**src/rtl/rtcal_cfg.svh**
```systemverilog
`ifndef RTCAL_CFG_SVH
`define RTCAL_CFG_SVH
// ==========================================
// Register offsets (byte addresses)
`define RTCAL_OFS_CAL_CONFIG 8'h00
`define RTCAL_OFS_PAD_CONFIG 8'h04
`define RTCAL_OFS_ALARM_CFG 8'h08
`define RTCAL_OFS_YEAR 8'h0C
`define RTCAL_OFS_MONTH_DAY 8'h10
`define RTCAL_OFS_WEEKDAY_HOUR 8'h14
`define RTCAL_OFS_MINUTE_SECOND 8'h18
`define RTCAL_OFS_ALM_MONTH_DAY 8'h1C
`define RTCAL_OFS_ALM_WEEKDAY_HOUR 8'h20
`define RTCAL_OFS_ALM_MINUTE_SECOND 8'h24
// ==========================================
// Field positions
`define RTCAL_CAL_RUN_BIT 15
`define RTCAL_CAL_UNLOCK_BIT 13
`define RTCAL_CAL_HALF_SECOND_FLAG_BIT 11
`define RTCAL_CAL_OE_BIT 10
`define RTCAL_PAD_SECSEL_BIT 1
`define RTCAL_PAD_LEVEL_BIT 0
`define RTCAL_ALM_EN_BIT 15
`define RTCAL_ALM_FOREVER_BIT 14
// ==========================================
// Writable masks (unimplemented bits read 0)
`define RTCAL_MASK_CAL_CONFIG 16'hA4FF
`define RTCAL_MASK_PAD_CONFIG 16'h0003
`define RTCAL_MASK_ALARM_CFG 16'hFFFF
`define RTCAL_MASK_YEAR 16'h00FF
`define RTCAL_MASK_MONTH_DAY 16'h1F3F
`define RTCAL_MASK_WEEKDAY_HOUR 16'h073F
`define RTCAL_MASK_MINUTE_SECOND 16'h7F7F
// ==========================================
// Reset values and timing
`define RTCAL_RST_CAL_CONFIG 16'h0000
`define RTCAL_RST_PAD_CONFIG 16'h0000
`define RTCAL_RST_ALARM_CFG 16'h0000
`define RTCAL_TICK_HZ 32768
`define RTCAL_CLK_HZ 10000000
`define RTCAL_CAL_STEP 4
`endif

```
**src/rtl/rtcal_pkg.sv**
```systemverilog
package rtcal_pkg;
    typedef enum logic [1:0] {RTCAL_ALM_IDLE, RTCAL_ALM_ARMED, RTCAL_ALM_HIT} rtcal_alm_e;
    typedef logic [15:0] rtcal_word_t;
endpackage

```
**src/rtl/rtcal_tick_if.sv**
```systemverilog
`timescale 1ns/10ps
interface rtcal_tick_if;
    logic run;
    logic [7:0] trim;
    logic minute_mark;
    logic half_tick;
    modport gen (input run, input trim, input minute_mark, output half_tick);
    modport user (output run, output trim, output minute_mark, input half_tick);
endinterface

```
**src/rtl/rtcal_top.sv**
```systemverilog
// What this block does
// RL1 - Positive trim adds four ticks each minute
// RL2 - Negative trim removes four ticks each minute
// RL3 - Config register reset only by power-on
// RL4 - Run enable writable only when unlocked
// RL5 - Half-second flag read-only, cleared by seconds write
// RL6 - Output select picks seconds clock or alarm
// RL7 - Pin driven only with output enable
// RL8 - Year holds two BCD digits
// RL9 - Year writes need unlock
// RL10 - Month tens bit 12, ones 11-8
// RL11 - Day tens bits 5-4, ones 3-0
// RL12 - Weekday in bits 10-8, 0 to 6
// RL13 - Hour tens 5-4, ones 3-0
// RL14 - Minute tens 14-12, ones 11-8
// RL15 - Second tens 6-4, ones 3-0
// RL16 - Date, hour, alarm time writes need unlock
// RL17 - Unimplemented bits read zero, ignore writes
// RL18 - Alarm mask selects alarm period
// RL19 - Repeat count decrements, last alarm disables
// RL20 - Forever mode rolls count to FFh
// RL21 - Alarm event pulse; output toggles each alarm
// RL22 - Time counts as BCD calendar
// RL23 - Time values have no reset
//
// Our own choices: the AXI4-Lite slave port and the register offsets.
`timescale 1ns/10ps
`include "rtcal_cfg.svh"
module rtcal_top
    import rtcal_pkg::*;
#(
    parameter int TICKS_PER_HALF = 16384
) (
    input wire logic aclk,
    input wire logic aresetn,
    input wire logic por_n,
    input wire logic [7:0] s_axi_awaddr,
    input wire logic s_axi_awvalid,
    output logic s_axi_awready,
    input wire logic [31:0] s_axi_wdata,
    input wire logic [3:0] s_axi_wstrb,
    input wire logic s_axi_wvalid,
    output logic s_axi_wready,
    output logic [1:0] s_axi_bresp,
    output logic s_axi_bvalid,
    input wire logic s_axi_bready,
    input wire logic [7:0] s_axi_araddr,
    input wire logic s_axi_arvalid,
    output logic s_axi_arready,
    output logic [31:0] s_axi_rdata,
    output logic [1:0] s_axi_rresp,
    output logic s_axi_rvalid,
    input wire logic s_axi_rready,
    output logic clock_out,
    output logic alarm_event,
    output logic parallel_port_input_level_select
);
    // ==========================================
    // Helpers
    function automatic logic [3:0] bcd_inc(input logic [3:0] d);
        bcd_inc = (d == 4'h9) ? 4'h0 : 4'(d + 4'h1);
    endfunction
    function automatic logic [7:0] month_last(input logic [7:0] m, input logic [7:0] y);
        logic leap;
        leap = (y[4] == 1'b0) ? (y[1:0] == 2'b00 && (y[3:0] == 4'h0 || y[3:0] == 4'h4 || y[3:0] == 4'h8))
                              : (y[3:0] == 4'h2 || y[3:0] == 4'h6);
        if (m == 8'h02) month_last = leap ? 8'h29 : 8'h28; // [RL22]
        else if (m == 8'h04 || m == 8'h06 || m == 8'h09 || m == 8'h11) month_last = 8'h30;
        else month_last = 8'h31;
    endfunction
    function automatic logic [15:0] wmerge(input logic [15:0] old, input logic [31:0] d,
                                           input logic [3:0] strb, input logic [15:0] mask);
        logic [15:0] n;
        n = old;
        if (strb[0]) n[7:0] = d[7:0];
        if (strb[1]) n[15:8] = d[15:8];
        wmerge = n & mask; // [RL17]
    endfunction

    // ==========================================
    // AXI4-Lite write channel
    logic aw_held, w_held;
    logic [7:0] aw_addr;
    logic [31:0] w_data;
    logic [3:0] w_strb;
    logic wr_go;
    assign s_axi_awready = !aw_held && !s_axi_bvalid;
    assign s_axi_wready = !w_held && !s_axi_bvalid;
    assign s_axi_bresp = 2'b00;
    assign wr_go = aw_held && w_held && !s_axi_bvalid;
    always_ff @(posedge aclk) begin
        if (!aresetn) begin
            aw_held <= 1'b0;
            w_held <= 1'b0;
            s_axi_bvalid <= 1'b0;
            aw_addr <= 8'h00;
            w_data <= 32'h0;
            w_strb <= 4'h0;
        end else begin
            if (s_axi_awvalid && s_axi_awready) begin
                aw_held <= 1'b1;
                aw_addr <= s_axi_awaddr;
            end
            if (s_axi_wvalid && s_axi_wready) begin
                w_held <= 1'b1;
                w_data <= s_axi_wdata;
                w_strb <= s_axi_wstrb;
            end
            if (wr_go) begin
                aw_held <= 1'b0;
                w_held <= 1'b0;
                s_axi_bvalid <= 1'b1;
            end else if (s_axi_bready) begin
                s_axi_bvalid <= 1'b0;
            end
        end
    end

    // ==========================================
    // Register state
    rtcal_word_t cal_config, pad_config, alarm_cfg;
    rtcal_word_t year_value, month_day_value, weekday_hour_value, minute_second_value;
    rtcal_word_t alm_md, alm_wh, alm_ms;
    logic half_second_flag;
    logic rtc_write_unlock, clock_run_enable;
    assign rtc_write_unlock = cal_config[`RTCAL_CAL_UNLOCK_BIT];
    assign clock_run_enable = cal_config[`RTCAL_CAL_RUN_BIT];
    logic wr_cal, wr_pad, wr_alm, wr_yr, wr_md, wr_wh, wr_ms, wr_amd, wr_awh, wr_ams;
    always_comb begin
        {wr_cal, wr_pad, wr_alm, wr_yr, wr_md,
         wr_wh, wr_ms, wr_amd, wr_awh, wr_ams} = 10'h000;
        if (!wr_go) begin
        end else if (aw_addr == `RTCAL_OFS_CAL_CONFIG) wr_cal = 1'b1;
        else if (aw_addr == `RTCAL_OFS_PAD_CONFIG) wr_pad = 1'b1;
        else if (aw_addr == `RTCAL_OFS_ALARM_CFG) wr_alm = 1'b1;
        else if (aw_addr == `RTCAL_OFS_YEAR) wr_yr = rtc_write_unlock; // [RL9]
        else if (aw_addr == `RTCAL_OFS_MONTH_DAY) wr_md = rtc_write_unlock; // [RL16]
        else if (aw_addr == `RTCAL_OFS_WEEKDAY_HOUR) wr_wh = rtc_write_unlock; // [RL16]
        else if (aw_addr == `RTCAL_OFS_MINUTE_SECOND) wr_ms = 1'b1;
        else if (aw_addr == `RTCAL_OFS_ALM_MONTH_DAY) wr_amd = rtc_write_unlock; // [RL16]
        else if (aw_addr == `RTCAL_OFS_ALM_WEEKDAY_HOUR) wr_awh = rtc_write_unlock; // [RL16]
        else if (aw_addr == `RTCAL_OFS_ALM_MINUTE_SECOND) wr_ams = rtc_write_unlock; // [RL16]
    end

    // Calibration/config survives bus reset; only power-on clears it
    always_ff @(posedge aclk) begin
        if (!por_n) begin
            cal_config <= `RTCAL_RST_CAL_CONFIG; // [RL3]
        end else if (wr_cal) begin
            cal_config <= wmerge(cal_config, w_data, w_strb, `RTCAL_MASK_CAL_CONFIG);
            if (!rtc_write_unlock) begin
                cal_config[`RTCAL_CAL_RUN_BIT] <= clock_run_enable; // [RL4]
            end
        end
    end
    always_ff @(posedge aclk) begin
        if (!aresetn) begin
            pad_config <= `RTCAL_RST_PAD_CONFIG;
        end else if (wr_pad) begin
            pad_config <= wmerge(pad_config, w_data, w_strb, `RTCAL_MASK_PAD_CONFIG);
        end
    end
    assign parallel_port_input_level_select = pad_config[`RTCAL_PAD_LEVEL_BIT];

    // ==========================================
    // Tick generator
    rtcal_tick_if tick_bus();
    logic minute_mark;
    assign tick_bus.run = clock_run_enable;
    assign tick_bus.trim = cal_config[7:0];
    assign tick_bus.minute_mark = minute_mark;
    rtcal_tick_gen #(.TICKS_PER_HALF(TICKS_PER_HALF)) u_tick (
        .aclk(aclk),
        .aresetn(aresetn),
        .tick(tick_bus)
    );
    logic sec_tick;
    assign sec_tick = tick_bus.half_tick && half_second_flag;

    // ==========================================
    // Half-second flag
    always_ff @(posedge aclk) begin
        if (!aresetn) begin
            half_second_flag <= 1'b0;
        end else if (wr_ms && w_strb[0]) begin
            half_second_flag <= 1'b0; // [RL5]
        end else if (tick_bus.half_tick) begin
            half_second_flag <= !half_second_flag;
        end
    end

    // ==========================================
    // Calendar counting, values left unreset
    logic roll_s, roll_m, roll_h, roll_d, roll_mo;
    always_comb begin
        roll_s = sec_tick && minute_second_value[6:0] == 7'h59; // [RL15]
        roll_m = roll_s && minute_second_value[14:8] == 7'h59; // [RL14]
        roll_h = roll_m && weekday_hour_value[5:0] == 6'h23; // [RL13]
        roll_d = roll_h && {2'b00, month_day_value[5:0]} ==
                 month_last({3'b000, month_day_value[12:8]}, year_value[7:0]); // [RL11]
        roll_mo = roll_d && month_day_value[12:8] == 5'h12; // [RL10]
    end
    assign minute_mark = roll_s;
    always_ff @(posedge aclk) begin // [RL23]
        if (wr_ms) begin
            minute_second_value <= wmerge(minute_second_value, w_data, w_strb, `RTCAL_MASK_MINUTE_SECOND);
        end else if (sec_tick) begin
            if (minute_second_value[3:0] != 4'h9) begin
                minute_second_value[3:0] <= bcd_inc(minute_second_value[3:0]);
            end else begin
                minute_second_value[3:0] <= 4'h0;
                minute_second_value[6:4] <= roll_s ? 3'h0 : 3'(minute_second_value[6:4] + 3'h1);
                if (roll_s) begin
                    minute_second_value[11:8] <= bcd_inc(minute_second_value[11:8]);
                    if (minute_second_value[11:8] == 4'h9) begin
                        minute_second_value[14:12] <= roll_m ? 3'h0 : 3'(minute_second_value[14:12] + 3'h1);
                    end
                end
            end
        end
    end
    always_ff @(posedge aclk) begin
        if (wr_wh) begin
            weekday_hour_value <= wmerge(weekday_hour_value, w_data, w_strb, `RTCAL_MASK_WEEKDAY_HOUR);
        end else if (roll_m) begin
            if (roll_h) begin
                weekday_hour_value[5:0] <= 6'h00;
                weekday_hour_value[10:8] <= (weekday_hour_value[10:8] == 3'h6) ? 3'h0 : 3'(weekday_hour_value[10:8] + 3'h1); // [RL12]
            end else if (weekday_hour_value[3:0] == 4'h9) begin
                weekday_hour_value[3:0] <= 4'h0;
                weekday_hour_value[5:4] <= 2'(weekday_hour_value[5:4] + 2'h1);
            end else begin
                weekday_hour_value[3:0] <= bcd_inc(weekday_hour_value[3:0]);
            end
        end
    end
    always_ff @(posedge aclk) begin
        if (wr_md) begin
            month_day_value <= wmerge(month_day_value, w_data, w_strb, `RTCAL_MASK_MONTH_DAY);
        end else if (roll_h) begin
            if (roll_d) begin
                month_day_value[5:0] <= 6'h01;
                if (roll_mo) month_day_value[12:8] <= 5'h01;
                else if (month_day_value[11:8] == 4'h9) month_day_value[12:8] <= 5'h10;
                else month_day_value[11:8] <= 4'(month_day_value[11:8] + 4'h1);
            end else if (month_day_value[3:0] == 4'h9) begin
                month_day_value[3:0] <= 4'h0;
                month_day_value[5:4] <= 2'(month_day_value[5:4] + 2'h1);
            end else begin
                month_day_value[3:0] <= bcd_inc(month_day_value[3:0]);
            end
        end
    end
    always_ff @(posedge aclk) begin
        if (wr_yr) begin
            year_value <= wmerge(year_value, w_data, w_strb, `RTCAL_MASK_YEAR); // [RL8]
        end else if (roll_mo) begin
            year_value[3:0] <= bcd_inc(year_value[3:0]);
            if (year_value[3:0] == 4'h9) year_value[7:4] <= bcd_inc(year_value[7:4]);
        end
    end
    always_ff @(posedge aclk) begin
        if (wr_amd) alm_md <= wmerge(alm_md, w_data, w_strb, `RTCAL_MASK_MONTH_DAY);
        if (wr_awh) alm_wh <= wmerge(alm_wh, w_data, w_strb, `RTCAL_MASK_WEEKDAY_HOUR);
        if (wr_ams) alm_ms <= wmerge(alm_ms, w_data, w_strb, `RTCAL_MASK_MINUTE_SECOND);
    end

    // ==========================================
    // Alarm match and repeat
    logic match, ms_hit;
    always_comb begin
        match = 1'b0;
        ms_hit = sec_tick && minute_second_value == alm_ms;
        case (alarm_cfg[13:10]) // [RL18]
            4'h0: match = tick_bus.half_tick;
            4'h1: match = sec_tick;
            4'h2: match = sec_tick && minute_second_value[3:0] == alm_ms[3:0];
            4'h3: match = sec_tick && minute_second_value[6:0] == alm_ms[6:0];
            4'h4: match = sec_tick && minute_second_value[11:0] == alm_ms[11:0];
            4'h5: match = ms_hit;
            4'h6: match = ms_hit && weekday_hour_value[5:0] == alm_wh[5:0];
            4'h7: match = ms_hit && weekday_hour_value == alm_wh;
            4'h8: match = ms_hit && weekday_hour_value[5:0] == alm_wh[5:0] && month_day_value[5:0] == alm_md[5:0];
            4'h9: match = ms_hit && weekday_hour_value[5:0] == alm_wh[5:0]
                          && month_day_value == alm_md;
            default: match = 1'b0;
        endcase
    end
    logic fire;
    assign fire = match && alarm_cfg[`RTCAL_ALM_EN_BIT];
    always_ff @(posedge aclk) begin
        if (!aresetn) begin
            alarm_cfg <= `RTCAL_RST_ALARM_CFG;
        end else if (wr_alm) begin
            alarm_cfg <= wmerge(alarm_cfg, w_data, w_strb, `RTCAL_MASK_ALARM_CFG);
        end else if (fire) begin
            alarm_cfg[7:0] <= 8'(alarm_cfg[7:0] - 8'h01); // [RL19] [RL20]
            if (alarm_cfg[7:0] == 8'h00 && !alarm_cfg[`RTCAL_ALM_FOREVER_BIT]) begin
                alarm_cfg[`RTCAL_ALM_EN_BIT] <= 1'b0; // [RL19]
                alarm_cfg[7:0] <= 8'h00;
            end
        end
    end
    logic alarm_pulse;
    always_ff @(posedge aclk) begin
        if (!aresetn) begin
            alarm_event <= 1'b0;
            alarm_pulse <= 1'b0;
        end else begin
            alarm_event <= fire; // [RL21]
            if (fire) alarm_pulse <= !alarm_pulse; // [RL21]
        end
    end
    always_ff @(posedge aclk) begin
        if (!aresetn) begin
            clock_out <= 1'b0;
        end else if (!cal_config[`RTCAL_CAL_OE_BIT]) begin
            clock_out <= 1'b0; // [RL7]
        end else begin
            clock_out <= pad_config[`RTCAL_PAD_SECSEL_BIT] ? half_second_flag : alarm_pulse; // [RL6]
        end
    end

    // ==========================================
    // AXI4-Lite read channel
    rtcal_word_t rd_word;
    logic rd_ok;
    always_comb begin
        rd_word = 16'h0000;
        rd_ok = 1'b1;
        if (s_axi_araddr == `RTCAL_OFS_CAL_CONFIG) begin
            rd_word = cal_config;
            rd_word[`RTCAL_CAL_HALF_SECOND_FLAG_BIT] = half_second_flag;
        end else if (s_axi_araddr == `RTCAL_OFS_PAD_CONFIG) rd_word = pad_config;
        else if (s_axi_araddr == `RTCAL_OFS_ALARM_CFG) rd_word = alarm_cfg;
        else if (s_axi_araddr == `RTCAL_OFS_YEAR) rd_word = year_value;
        else if (s_axi_araddr == `RTCAL_OFS_MONTH_DAY) rd_word = month_day_value;
        else if (s_axi_araddr == `RTCAL_OFS_WEEKDAY_HOUR) rd_word = weekday_hour_value;
        else if (s_axi_araddr == `RTCAL_OFS_MINUTE_SECOND) rd_word = minute_second_value;
        else if (s_axi_araddr == `RTCAL_OFS_ALM_MONTH_DAY) rd_word = alm_md;
        else if (s_axi_araddr == `RTCAL_OFS_ALM_WEEKDAY_HOUR) rd_word = alm_wh;
        else if (s_axi_araddr == `RTCAL_OFS_ALM_MINUTE_SECOND) rd_word = alm_ms;
        else rd_ok = 1'b0;
    end
    assign s_axi_arready = !s_axi_rvalid;
    always_ff @(posedge aclk) begin
        if (!aresetn) begin
            s_axi_rvalid <= 1'b0;
            s_axi_rdata <= 32'h0;
            s_axi_rresp <= 2'b00;
        end else if (s_axi_arvalid && s_axi_arready) begin
            s_axi_rvalid <= 1'b1;
            s_axi_rdata <= {16'h0000, rd_word};
            s_axi_rresp <= rd_ok ? 2'b00 : 2'b10;
        end else if (s_axi_rready) begin
            s_axi_rvalid <= 1'b0;
        end
    end
endmodule

```
**src/rtl/rtcal_tick_gen.sv**
```systemverilog
`timescale 1ns/10ps
`include "rtcal_cfg.svh"
module rtcal_tick_gen #(
    parameter int TICKS_PER_HALF = 16384
) (
    input wire logic aclk,
    input wire logic aresetn,
    rtcal_tick_if.gen tick
);
    // ==========================================
    // Half-second divider with per-minute trim
    initial begin
        if (TICKS_PER_HALF < 600) $error("TICKS_PER_HALF too small for trim range");
    end
    logic [31:0] count;
    logic [31:0] limit;
    logic signed [31:0] trim_ext;
    logic trim_pending;
    always_comb begin
        trim_ext = 32'($signed(tick.trim)) * `RTCAL_CAL_STEP;
        limit = 32'(TICKS_PER_HALF) - 32'h1;
        // Positive adds ticks, so the half period is longer
        if (trim_pending) begin
            limit = 32'($signed(limit) + trim_ext); // [RL1] [RL2]
        end
    end
    always_ff @(posedge aclk) begin
        if (!aresetn) begin
            trim_pending <= 1'b0;
        end else if (tick.minute_mark) begin
            trim_pending <= 1'b1;
        end else if (tick.half_tick) begin
            trim_pending <= 1'b0;
        end
    end
    always_ff @(posedge aclk) begin
        if (!aresetn) begin
            count <= 32'h0;
        end else if (!tick.run) begin
            count <= 32'h0;
        end else if (count >= limit) begin
            count <= 32'h0;
        end else begin
            count <= count + 32'h1;
        end
    end
    assign tick.half_tick = tick.run && (count >= limit);
endmodule

```
**config.mk**
```make
export PLATFORM = sky130hd
export DESIGN_NAME = rtcal_top
export DESIGN_NICKNAME = d
export VERILOG_FILES = /design/src/rtl/rtcal_pkg.sv /design/src/rtl/rtcal_tick_if.sv /design/src/rtl/rtcal_top.sv /design/src/rtl/rtcal_tick_gen.sv
export VERILOG_INCLUDE_DIRS = /design/src /design/src/rtl
export SDC_FILE = /design/constraint.sdc
export NUM_CORES = 1
export LEC_CHECK = 0
export BUFFER_PORTS_ARGS = -buffer_cell sky130_fd_sc_hd__buf_2
export CELL_PAD_IN_SITES_DETAIL_PLACEMENT = 1
export CELL_PAD_IN_SITES_GLOBAL_PLACEMENT = 1
export CORE_ASPECT_RATIO = 0.75
export CORE_MARGIN = 2
export CORE_UTILIZATION = 49
export DETAILED_ROUTE_END_ITERATION = 7
export PLACE_DENSITY = 0.87
export SYNTH_ARGS = -nofsm -noshare
export SYNTH_HDL_FRONTEND = slang
export SYNTH_HIERARCHICAL = 1
export SYNTH_SLANG_ARGS = --single-unit
```
**constraint.sdc**
```tcl
create_clock -name aclk -period 10.06 [get_ports aclk]
set_clock_uncertainty 0.1 [all_clocks]
set_input_delay 1.006 -clock aclk [delete_from_list [all_inputs] [get_ports aclk]]
set_output_delay 1.006 -clock aclk [all_outputs]
set_load 0.01 [all_outputs]
```
Yosys cells after proc, flatten, opt, wreduce, memory -nomap -nowiden. Cells that the tools add are included.

Bits in registers: 190. Bits of input ports: 60. Output and inout bits: 44. Word-level logic and storage cells: 369.

Add/sub/neg operators: 15. Magnitude comparators: 1. Eq/ne operators: 68. Multiplexer cells: 150. Bitwise operators: 2. Reductions and logical operators: 92.

Operators with widths (number): two-way mux 15 bit (7); two-way mux 1 bit (89); equality test 8 x 5 -> 1 bit (second input constant) (8); two-way mux 7 bit (8); two-way mux 8 bit (7); two-way mux 16 bit (3); two-way mux 6 bit (7); equality test 4 bit (second input constant) (10); two-way mux 4 bit (9); adder 32 x 1 -> 32 bit (second input constant) (1); equality test 8 x 4 -> 1 bit (second input constant) (4); equality test 8 x 6 -> 1 bit (second input constant) (4); >= comparator 32 bit (1); two-way mux 32 bit (1); AND reduction 2 bit (16); two-way mux 5 bit (6); adder 4 x 1 -> 4 bit (second input constant) (7); nonzero test 2 bit (14); two-way mux 3 bit (9); logical AND 1 bit (26); equality test 4 x 3 -> 1 bit (second input constant) (6); logical NOT 8 bit (3); AND reduction 3 bit (8); equality test 11 bit (2); 34 further kinds (72).

Logic depth before layout (Yosys ltp). Gate-level depths: netlist of the first run.

Depth in word-level cells: 14. Mapped depth: 20. Mapped depth without buffers: 19.

By module. Netlist of the first run, hierarchy kept.

Modules (own cells, without submodules): rtcal_top (instances 1, cells each 987, area an instance 8827.2 sq um, sequential area each 3883.7 sq um); rtcal_tick_gen (instances 1, cells each 162, area an instance 1580.3 sq um, sequential area each 660.6 sq um).

Worst setup path after synthesis of the first run. OpenSTA, ideal clock, no wires.

Path type: flip-flop to flip-flop. Start: register cal_config[2]. End: register year_value[4] (enable). Setup time: 343 ps. Arrival time: 3547 ps. Required time: 9617 ps. Path slack: 6070 ps. Stages on the path, launching flop included: 20. Buffers on the path: 1. Period minus slack after synthesis: 3990 ps. Cell sequence: dfxtp_1 -> nor3_1 -> nand2_1 -> nor3_2 -> xnor2_1 -> and2_1 -> ha_1 -> a21oi_1 -> o21ai_0 -> nand2b_1 -> nand3_1 -> and2_1 -> and4_1 -> and2_1 -> buf_4 -> and4_4 -> and4b_4 -> nand4_4 -> nand2b_1 -> o22ai_1.

Word-level cells in the longest chain between the ends: 12.

RTL lines: from (decl) (RTL line rtcal_top.sv:121) `rtcal_word_t cal_config, pad_config, alarm_cfg;`; from (signal assigned) (RTL line rtcal_top.sv:148) `` cal_config <= `RTCAL_RST_CAL_CONFIG; ``; from (signal assigned) (RTL line rtcal_top.sv:150) `` cal_config <= wmerge(cal_config, w_data, w_strb, `RTCAL_MASK_CAL_CONFIG); ``; from (signal, indexed assignment) (RTL line rtcal_top.sv:152) `` cal_config[`RTCAL_CAL_RUN_BIT] <= clock_run_enable; ``; adder 15 x 10 -> 16 bit (RTL line rtcal_tick_gen.sv:24) `limit = 32'($signed(limit) + trim_ext);`; two-way mux 32 bit (RTL line rtcal_tick_gen.sv:23) `if (trim_pending) begin`; >= comparator 32 bit (RTL line rtcal_tick_gen.sv:47) `assign tick.half_tick = tick.run && (count >= limit);`; logical AND 1 bit (RTL line rtcal_tick_gen.sv:47); named net tick_bus.half_tick (RTL line rtcal_tick_if.sv:6) `logic half_tick;`; logical AND 1 bit (RTL line rtcal_top.sv:178) `assign sec_tick = tick_bus.half_tick && half_second_flag;`; logical AND 1 bit (RTL line rtcal_top.sv:196) `roll_s = sec_tick && minute_second_value[6:0] == 7'h59;`; named net minute_mark (RTL line rtcal_top.sv:168) `logic minute_mark;`; logical AND 1 bit (RTL line rtcal_top.sv:197) `roll_m = roll_s && minute_second_value[14:8] == 7'h59;`; logical AND 1 bit (RTL line rtcal_top.sv:198) `roll_h = roll_m && weekday_hour_value[5:0] == 6'h23;`; logical AND 1 bit (RTL line rtcal_top.sv:199) `roll_d = roll_h && {2'b00, month_day_value[5:0]} ==`; logical AND 1 bit (RTL line rtcal_top.sv:201) `roll_mo = roll_d && month_day_value[12:8] == 5'h12;`; nonzero test 2 bit (no source line); AND reduction 3 bit (no source line); to (signal assigned) (RTL line rtcal_top.sv:256) `` year_value <= wmerge(year_value, w_data, w_strb, `RTCAL_MASK_YEAR); ``; to (decl) (RTL line rtcal_top.sv:122) `rtcal_word_t year_value, month_day_value, weekday_hour_value, minute_second_value;`.

The timed path passes the listed nets, and every way through them passes these cells. A chain may end at the register's enable or synchronous reset.

Final worst setup path of the first run.
Start: register cal_config[2]. End: register year_value[7] (enable).

Word-level cells in the longest chain between the ends: 12.

RTL lines (RTL line): adder 15 x 10 -> 16 bit (rtcal_tick_gen.sv:24); two-way mux 32 bit (rtcal_tick_gen.sv:23); >= comparator 32 bit (rtcal_tick_gen.sv:47); logical AND 1 bit (rtcal_tick_gen.sv:47); named net tick_bus.half_tick (rtcal_tick_if.sv:6); logical AND 1 bit (rtcal_top.sv:178); logical AND 1 bit (rtcal_top.sv:196); logical AND 1 bit (rtcal_top.sv:197); logical AND 1 bit (rtcal_top.sv:198); logical AND 1 bit (rtcal_top.sv:199); logical AND 1 bit (rtcal_top.sv:201); nonzero test 2 bit (no source line); AND reduction 3 bit (no source line).

The timed path passes the listed nets, and every way through them passes these cells.

==> results of run 1 <==
==> stage by stage <==
step                      hold WS (ns)  utilization [%]
final                           0.3751            54.56
after global routing            0.4010            54.56
after CTS                       0.3784            54.56
after detailed placement        0.3682            51.82
after global placement          0.3512            51.82
after floorplan                 0.3275                -
==> layout make-up <==
type / instances / area (um2)
timing repair buffer: 72 / 375.4
inverter: 35 / 131.4
clock inverter: 15 / 150.1
clock buffer: 17 / 425.4
fill: 2468 / 9545
multi-input combinational: 882 / 5475
sequential: 189 / 4544
tap: 288 / 360.3
==> flip-flops by register name, indices dropped and copies added (netlist names), 2 cells and up <==
| register | flops |
|---|---|
| pad_config | 2 |
| alm_ms | 14 |
| s_axi_rdata | 16 |
| month_day_value | 11 |
| u_tick/count | 32 |
| aw_addr | 8 |
| w_strb | 2 |
| w_data | 16 |
| minute_second_value | 14 |
| weekday_hour_value | 9 |
| year_value | 8 |
| alm_wh | 9 |
| alm_md | 11 |
| cal_config | 11 |
| alarm_cfg | 16 |
==> power breakdown <==
part           internal [mW]  switching, mW
combinational         0.0279         0.0597
clock                  0.332          0.347
sequential             0.806         0.0231
total                   1.17          0.430
==> path summary, 6_finish.rpt <==
| kind | startpoint | endpoint | depth (start not counted) | slack (ns) |
|---|---|---|---|---|
| worst max register to register | cal_config[2]$_SDFFE_PN0P_ | year_value[7]$_DFFE_PP_ | 18 | 4.95 |
| worst min-delay path | s_axi_rdata[8]$_SDFFE_PN0P_ | s_axi_rdata[8]$_SDFFE_PN0P_ | 2 | 0.38 |
| worst max-delay path | cal_config[2]$_SDFFE_PN0P_ | year_value[7]$_DFFE_PP_ | 18 | 4.95 |
| worst min register to register | s_axi_rdata[8]$_SDFFE_PN0P_ | s_axi_rdata[8]$_SDFFE_PN0P_ | 2 | 0.38 |
==> critical path, cell delays in order, from the launching register on <==
cell      delay, ns
dfxtp_1        0.38
nor3_1         0.35
nand2_1        0.16
nor3_2         0.27
xnor2_1        0.09
and2_1         0.16
ha_1           0.28
nand4_1        0.10
nor2_1         0.12
o21ai_1        0.16
nand3_1        0.15
and2_1         0.26
and4_1         0.21
and2_1         0.40
and4_4         0.37
and4b_4        0.31
nand4_4        0.21
nand2b_1       0.27
o22ai_1        0.39
==> synth_stat cells (7+ instances only) <==
master,count
nand2_1,168
dfxtp_1,113
edfxtp_1,76
nor2_1,73
a21oi_1,66
o21ai_0,53
clkbuf_1,41
a21boi_0,37
xor2_1,36
inv_1,35
xnor2_1,34
nand3_1,32
mux2i_1,29
nor2b_1,27
nor3_1,26
ha_1,24
buf_4,21
and2_1,18
o22ai_1,18
nand2b_1,13
nor4_1,12
o21ai_1,12
mux2_2,11
a22oi_1,10
a31oi_1,10
buf_2,10
nor2_2,10
a22o_1,9
nand4_1,9
o211ai_1,9
nand3b_1,7
o31ai_1,7
==> per-layer routing <==
| layer | up-vias | GRT usage [%] | wire, um |
|---|---|---|---|
| li1 | 4140 | - | - |
| met1 | 4393 | 43.11 | 14440 |
| met2 | 478 | 47.77 | 14500 |
| met3 | 84 | 9.372 | 3936 |
| met4 | 2 | 12.65 | 1234 |
| met5 | - | 0 | 13 |
==> logic make-up after synthesis <==
family                     Yosys count
buffers and inverters              111
other                                2
and+or+nand+nor                    449
AOI/OAI and AO/OA                  263
muxes                               41
xor gates and xnor gates            70
DFF                                189
adders and majority gates           24
==> layout by cell type (no fill, tap or decap), types with 13 or more instances in the layout <==
cell type	netlist	routed
a21boi_0	37	37
a21oi_1	66	66
and2_1	18	18
buf_2	10	66
clkbuf_16	0	17
conb_1	2	35
dfxtp_1	113	113
edfxtp_1	76	76
ha_1	24	24
inv_1	35	35
mux2i_1	29	29
nand2_1	168	168
nand2b_1	13	13
nand3_1	32	32
nor2_1	73	73
nor2b_1	27	27
nor3_1	26	25
o21ai_0	53	53
o22ai_1	18	18
xnor2_1	34	34
xor2_1	36	36
==> metrics.cfg, run 1 <==
[status]
status = finished, final reports clean

[logic_synthesis]
synth_enable_flop_cells = 76
synth_compound_area_share_pct = 16.12
yosysTopAreaCell = edfxtp_1
ys_top_cells_by_area = edfxtp_1 (22%), dfxtp_1 (22%), nand2_1 (6.1%)
synth.top_cell.area_share_pct = 21.93
synth_top_family_by_area = simple AND/OR/NAND/NOR gates
synthArstFlopShare_pct = 0
synth-xor-area-share_pct = 5.891
yosysWarnings = 6
synth_seq_cells = 189
syn-instance-count = 1149
synth_ff_type = dfxtp_1
synthesis.area_um2 = 10410
muxShareOfSynthArea_pct = 4.088
synth_cell_type_count = 84
yosys.area_share.adder_pct = 2.885
synth_simple_gate_area_share_pct = 22.25
ys_seq_area_share_pct = 43.66
synth_area_per_cell_um2 = 9.058

[floorplanning]
initial_utilization_pct = 49.54
row_count = 46
dieHeight_um = 130.2
die_w_um = 172.3
core-area_um2 = 21010
die_area_um2 = 22430
io-pin-count = 104

[clock_network]
cts_buffers = 17
clock_latency_ns = 0.45
clk_transition_reported_paths_ns = 0.08
cts_tree = built
post_cts_resized = 0
cts_hold_repair.buffers = 0
cts_setup_buffers = 0
clockBufferDepth = 2
htreeDepth = 4
ctsRootBufferMaster = clkbuf_16
numClockSinks = 189

[global_route]
grt_max_degree = 81
antenna_found_initial = 1
first_global_vias = 9193
grt_pass1_wl_um = 52920
grt-ovfl-total = 0
grt_usage_pct = 31.74

[timing]
slew_headroom_pct = 27.21
fmax_ghz = 0.1958
finalHoldViolations = 0
final.setup.tns_ns = 0
finalCritPeriodShare_pct = 50.77
tightestPinTransition_ns = 1.084
grt_setup_unrepaired = no
finalWorstSetupSlack_ns = 4.953
fin_crit_ns = 5.107
timing.final.max_slew_violations = 0
finalSetupViolations = 0

[final_layout]
drive_above_1_share_pct = 12.07
final_cell_area_um2 = 11460
area_delta_synth_final_pct = 10.13
fin_cells = 1498
fin_nets = 1281
antennaDiodeCount = 0

[routing]
firstDrtPassIters = 5
first_iter_violations = 974
num_vias = 9097
drc = 0
drt-total-wl_um = 34120
drt-vias-per-instance = 6.073
drtAntennaViolNets = 0
routedWlPerCell_um = 22.78

[power_and_ir_drop]
cellPowerDensity_nw_per_um2 = 139.2
total_power_mw = 1.596
leakage_nw = 4.350
vdd_drop_max_v = 0.00009130

[place]
dp_hpwl_um = 24680
port_buffers = 66
placed_cells = 1466
post_dp_cell_area_um2 = 10890
gp_congestion = 0.9349
place_ws_ns = 5.086

[flow_run]
drv_cap = 0

[worst_setup_path]
crit_fanout = 9
end_kind = flip-flop
crit_required_ns = 10.06
arrival_ns = 5.10
start_kind = flip-flop
setup.worst_path.class = reg -> reg

[worst_hold_path]
hp-class = reg -> reg

(Power assumes the default switching activity.)
==> run 2, diff against run 1 <==
Settings changed: CORE_UTILIZATION 49 to 41, PLACE_DENSITY 0.87 to 0.78.
Clock period 10.06 ns to 4.4 ns, I/O delays scaled along.
==> run 2 against run 1 <==
Worst hold slack worse by 0.25 ns. Non-clock buffer count grew 11. Count of clock-buffer cells in the layout rose by 2. Design area rose by 1.6%. Total power rose by 130%. Fmax increased by 23%.
==> metrics.cfg, run 2 (synthesis results as in run 1) <==
[status]
status = finished, final reports clean

[routing]
firstDrtPassIters = 5
drt-total-wl_um = 33750
num_vias = 9024
drc = 0
routedWlPerCell_um = 21.65
first_iter_violations = 777
drt-vias-per-instance = 5.788
drtAntennaViolNets = 0

[worst_setup_path]
end_kind = flip-flop
crit_fanout = 7
max_stage_delay_ns = 0.39
r2r_start = cal_config[0]$_SDFFE_PN0P_
crit_required_ns = 4.48
rr_endpoint = month_day_value[11]$_DFFE_PP_
critPathSlowestCell = dfxtp_2
arrival_ns = 4.25
setup.worst_path.class = reg -> reg
startpoint = cal_config[0]$_SDFFE_PN0P_
reg2reg_setup_slack_ns = 0.23
reg2regPathDepth = 20
crit_path_end = month_day_value[11]$_DFFE_PP_
start_kind = flip-flop
crit_path_cell_trace = inv_1 -> ha_1 -> nand4bb_1 -> nor2_1 -> nor2_2 -> inv_1 -> ha_1 -> nand4b_1 -> nor2_2 -> o21ai_2 -> nand3_1 -> and2_4 -> and4_1 -> and2_1 -> and4_4 -> and4b_4 -> nand4_4 -> buf_4 -> o21ai_0 -> buf_4

[timing]
tightestPinTransition_ns = 1.187
whs_ns = 0.1248
fin_crit_ns = 4.166
finalHoldViolations = 0
timing.final.max_slew_violations = 0
slew_headroom_pct = 20.29
fmax_ghz = 0.2401
finalSetupViolations = 0
finalCritPeriodShare_pct = 94.67

[floorplanning]
io-pin-count = 104
die_w_um = 188.0
initial_utilization_pct = 41.69
row_count = 50
dieHeight_um = 142.0
core-area_um2 = 24960
die_area_um2 = 26690

[global_route]
grt-ovfl-total = 0
antenna_found_initial = 1
first_global_vias = 8917
grt_pass1_wl_um = 52050
grt_max_degree = 48
grt_usage_pct = 25.74

[clock_network]
numClockSinks = 189
ctsRootBufferMaster = clkbuf_16
htreeDepth = 4
cts_tree = built
clockBufferDepth = 2
cts_setup_buffers = 0
clk_transition_reported_paths_ns = 0.07
clock_latency_ns = 0.46
cts_buffers = 17

[place]
gp_congestion = 0.9208
port_buffers = 66
dp_hpwl_um = 25110

[final_layout]
drive_above_1_share_pct = 13.51
final_util_pct = 46.65
largest_reg_flops = 32
area_delta_synth_final_pct = 11.89
top_register = u_tick/count
mostFrequentLayoutCell = nand2_1
final_cell_mix = nand2_1 (168), dfxtp_1 (111), edfxtp_1 (76)
antennaDiodeCount = 0
fin_nets = 1292

[worst_hold_path]
hp-class = in -> reg
worstHoldStart = s_axi_wdata[5]

[power_and_ir_drop]
cellPowerDensity_nw_per_um2 = 314.2
leakage_nw = 4.424
vdd_drop_max_v = 0.0002994

[flow_run]
drv_cap = 0

run 2: worst max-delay path: cells and delay by family (launching register included):
family          cells  cell delay [ns]
compound gates      2             0.25
fa+ha+maj           2             0.55
buf+inv             4             0.50
flops               1             0.39
simple gates       12             2.11
run 2: repair_timing:
item | CTS | global route
endpoints found under the hold margin | 0 | 0
hold buffers | 0 | 0
setup endpoints to repair | 0 | 34
gates resized for setup | 0 | 8
run 2: worst min path at each step:
stage	cells past startpoint	end	slack [ns]
2_1_floorplan	2	clock_out$_SDFF_PN0_	0.33
3_3_place_gp	2	s_axi_rdata[8]$_SDFFE_PN0P_	0.35
3_5_place_dp	2	s_axi_rdata[8]$_SDFFE_PN0P_	0.36
4_1_cts	3	w_data[5]$_SDFFE_PN0P_	0.11
5_1_grt	3	w_strb[0]$_SDFFE_PN0P_	0.14
6_report	3	w_data[5]$_SDFFE_PN0P_	0.12
run 2: power by group:
part | switching [mW] | internal (mW) | total [mW]
sequential | 0.0562 | 1.84 | 1.90
clock | 0.762 | 0.795 | 1.56
combinational | 0.137 | 0.0655 | 0.202
total | 0.955 | 2.70 | 3.66
run 2: layer usage:
layer	routed length, um	track usage [%]	vias up
li1	-	-	4162
met3	3166	7.027	52
met4	745	8.496	0
met1	15800	37.14	4440
met2	14040	37.06	370
met5	0	0	-
run 2: through the flow:
step / power, mW / setup WS [ns] / cells / area, um2 / TNS (ns)
4_1_cts: 3.678 / 0.06607 / 1559 / 11620 / 0
5_1_grt: 3.763 / -0.009758 / 1559 / 11640 / -0.01379
6_report: 3.658 / 0.2345 / 1559 / 11640 / 0
3_3_place_gp: 2.127 / 0.1952 / 1527 / 11030 / 0
3_5_place_dp: 2.134 / 0.1121 / 1527 / 11030 / 0
2_1_floorplan: 2.046 / 0.4096 / 1182 / 10530 / 0
run 2: cell type report:
| class | count | area [um2] |
|---|---|---|
| fill | 2927 | 13320 |
| multi-input combinational | 882 | 5498 |
| sequential | 189 | 4547 |
| clock buffer | 19 | 464.2 |
| timing repair buffer | 83 | 457.9 |
| tap | 338 | 422.9 |
| inverter | 35 | 131.4 |
| clock inverter | 13 | 123.9 |
==> run 3, diff against run 2 <==
Settings changed: CORE_UTILIZATION 41 to 43, CTS_BUF_LIST set to sky130_fd_sc_hd__clkbuf_2 sky130_fd_sc_hd__clkbuf_4 sky130_fd_sc_hd__clkbuf_8, PLACE_DENSITY 0.78 to 0.81.
==> run 3 against run 2 <==
Total power fell by 9.8%. First-iteration DRC count grew 2.2%. Critical path type unchanged. Design area is 2.0% lower. Utilization up 1.2 points. Largest cell class unchanged.
==> metrics.cfg, run 3 (synthesis results as in run 1) <==
[routing]
num_vias = 9051
drc = 0
drt-vias-per-instance = 5.927
firstDrtPassIters = 5
drtAntennaViolNets = 0
routedWlPerCell_um = 22.00
first_iter_violations = 794
drt-total-wl_um = 33590

[final_layout]
final_cell_area_um2 = 11410
mostFrequentLayoutCell = nand2_1
top_register = u_tick/count
nFillCells = 2796
final_util_pct = 47.85
final_cell_mix = nand2_1 (168), dfxtp_1 (111), edfxtp_1 (76)
antennaDiodeCount = 0
fin_nets = 1292
drive_above_1_share_pct = 13.51
area_delta_synth_final_pct = 9.654
largest_reg_flops = 32

[global_route]
first_global_vias = 8819
antenna_found_initial = 0
grt_usage_pct = 26.65
grt_pass1_wl_um = 51720
grt_max_degree = 53
grt-ovfl-total = 0

[floorplanning]
initial_utilization_pct = 43.64
die_area_um2 = 25480
io-pin-count = 104
core-area_um2 = 23850
row_count = 49
dieHeight_um = 138.7
die_w_um = 183.6

[worst_setup_path]
crit_required_ns = 4.52
arrival_ns = 4.36
crit_path_end = year_value[5]$_DFFE_PP_
end_kind = flip-flop
setup.worst_path.class = reg -> reg
start_kind = flip-flop
crit_fanout = 5
rr_endpoint = year_value[5]$_DFFE_PP_
reg2reg_setup_slack_ns = 0.16
r2r_start = cal_config[1]$_SDFFE_PN0P_
reg2regPathDepth = 19
startpoint = cal_config[1]$_SDFFE_PN0P_

[clock_network]
cts_hold_repair.buffers = 0
cts_tree = built
ctsRootBufferMaster = clkbuf_8
clockBufferDepth = 2
htreeDepth = 4
cts_buffers = 17
clk_transition_reported_paths_ns = 0.11
clock_latency_ns = 0.51
numClockSinks = 189

[timing]
finalWorstSetupSlack_ns = 0.1632
tightestPinTransition_ns = 1.206
fin_crit_ns = 4.237
slew_headroom_pct = 18.95
finalCritPeriodShare_pct = 96.29
finalSetupViolations = 0
final.setup.tns_ns = 0
fmax_ghz = 0.2360
timing.final.max_slew_violations = 0
finalHoldViolations = 0

[power_and_ir_drop]
leakage_nw = 4.332
vdd_drop_max_v = 0.0001983
cellPowerDensity_nw_per_um2 = 289.0

[place]
gp_congestion = 0.9661
port_buffers = 66
place_ws_ns = 0.1153
post_dp_cell_area_um2 = 10980
dp_hpwl_um = 25420

[flow_run]
drv_cap = 0

[worst_hold_path]
hp-class = in -> reg

[status]
status = finished, final reports clean

## run 3: layer usage
metal | part of all wire (%) | track usage [%]
met3 | 8.9 | 6.250
met2 | 43 | 39.27
met4 | 1.6 | 6.526
met1 | 47 | 39.32
met5 | 0 | 0
## run 3: layout make-up
cell class,instances,area (um2),area share (%)
Inverter,35,131.4,1.151
Tap cell,306,382.9,3.355
Multi-Input combinational cell,882,5502,48.21
Clock inverter,15,157.7,1.381
Clock buffer,17,234.0,2.050
Sequential cell,189,4547,39.84
Timing Repair Buffer,83,457.9,4.013
## run 3: how the worst min path moves through the flow
stage / cells past startpoint / end / slack [ns] / from
finish: 3 / w_strb[0]$_SDFFE_PN0P_ / 0.08 / s_axi_wstrb[0]
global route: 3 / w_data[5]$_SDFFE_PN0P_ / 0.08 / s_axi_wdata[5]
CTS: 3 / w_strb[0]$_SDFFE_PN0P_ / 0.07 / s_axi_wstrb[0]
detailed placement: 1 / u_tick/count[0]$_SDFF_PP0_ / 0.37 / u_tick/count[0]$_SDFF_PP0_
global placement: 1 / u_tick/count[0]$_SDFF_PP0_ / 0.36 / u_tick/count[0]$_SDFF_PP0_
floorplan: 2 / clock_out$_SDFF_PN0_ / 0.33 / cal_config[10]$_SDFFE_PN0P_
## run 3: critical path, stage by stage (launching register included)
cell and delay (ns):
dfxtp_2 0.37, nor3_2 0.22, nand2_1 0.15, nor3_4 0.22, xnor2_1 0.09, and2_1 0.15, ha_1 0.30, a21oi_1 0.07
o21ai_0 0.21, nand2b_1 0.16, nand3_1 0.15, and2_2 0.21, and4_1 0.19, and2_1 0.16, and4_4 0.25, and4b_4 0.28
nand4_4 0.13, nand2b_1 0.23, o22ai_1 0.14, buf_4 0.17
## run 3: power by group
part           switching (mW)  internal, mW
Sequential             0.0543          1.84
Combinational           0.133        0.0653
Clock                   0.734         0.469
Total                   0.921          2.38
## run 3: through the flow
step	hold slack [ns]	std cells	total power, mW
final	0.08217	1527	3.298
after global routing	0.08351	1527	3.411
after CTS	0.06719	1526	3.308
after detailed placement	0.3712	1494	2.130
after global placement	0.3643	1494	2.123
after floorplan	0.3275	1182	2.046
## run 3: what timing repair did
item                       in CTS  in global routing
resized for setup               0                  8
setup endpoints to repair       0                 37
setup buffers                   0                  1
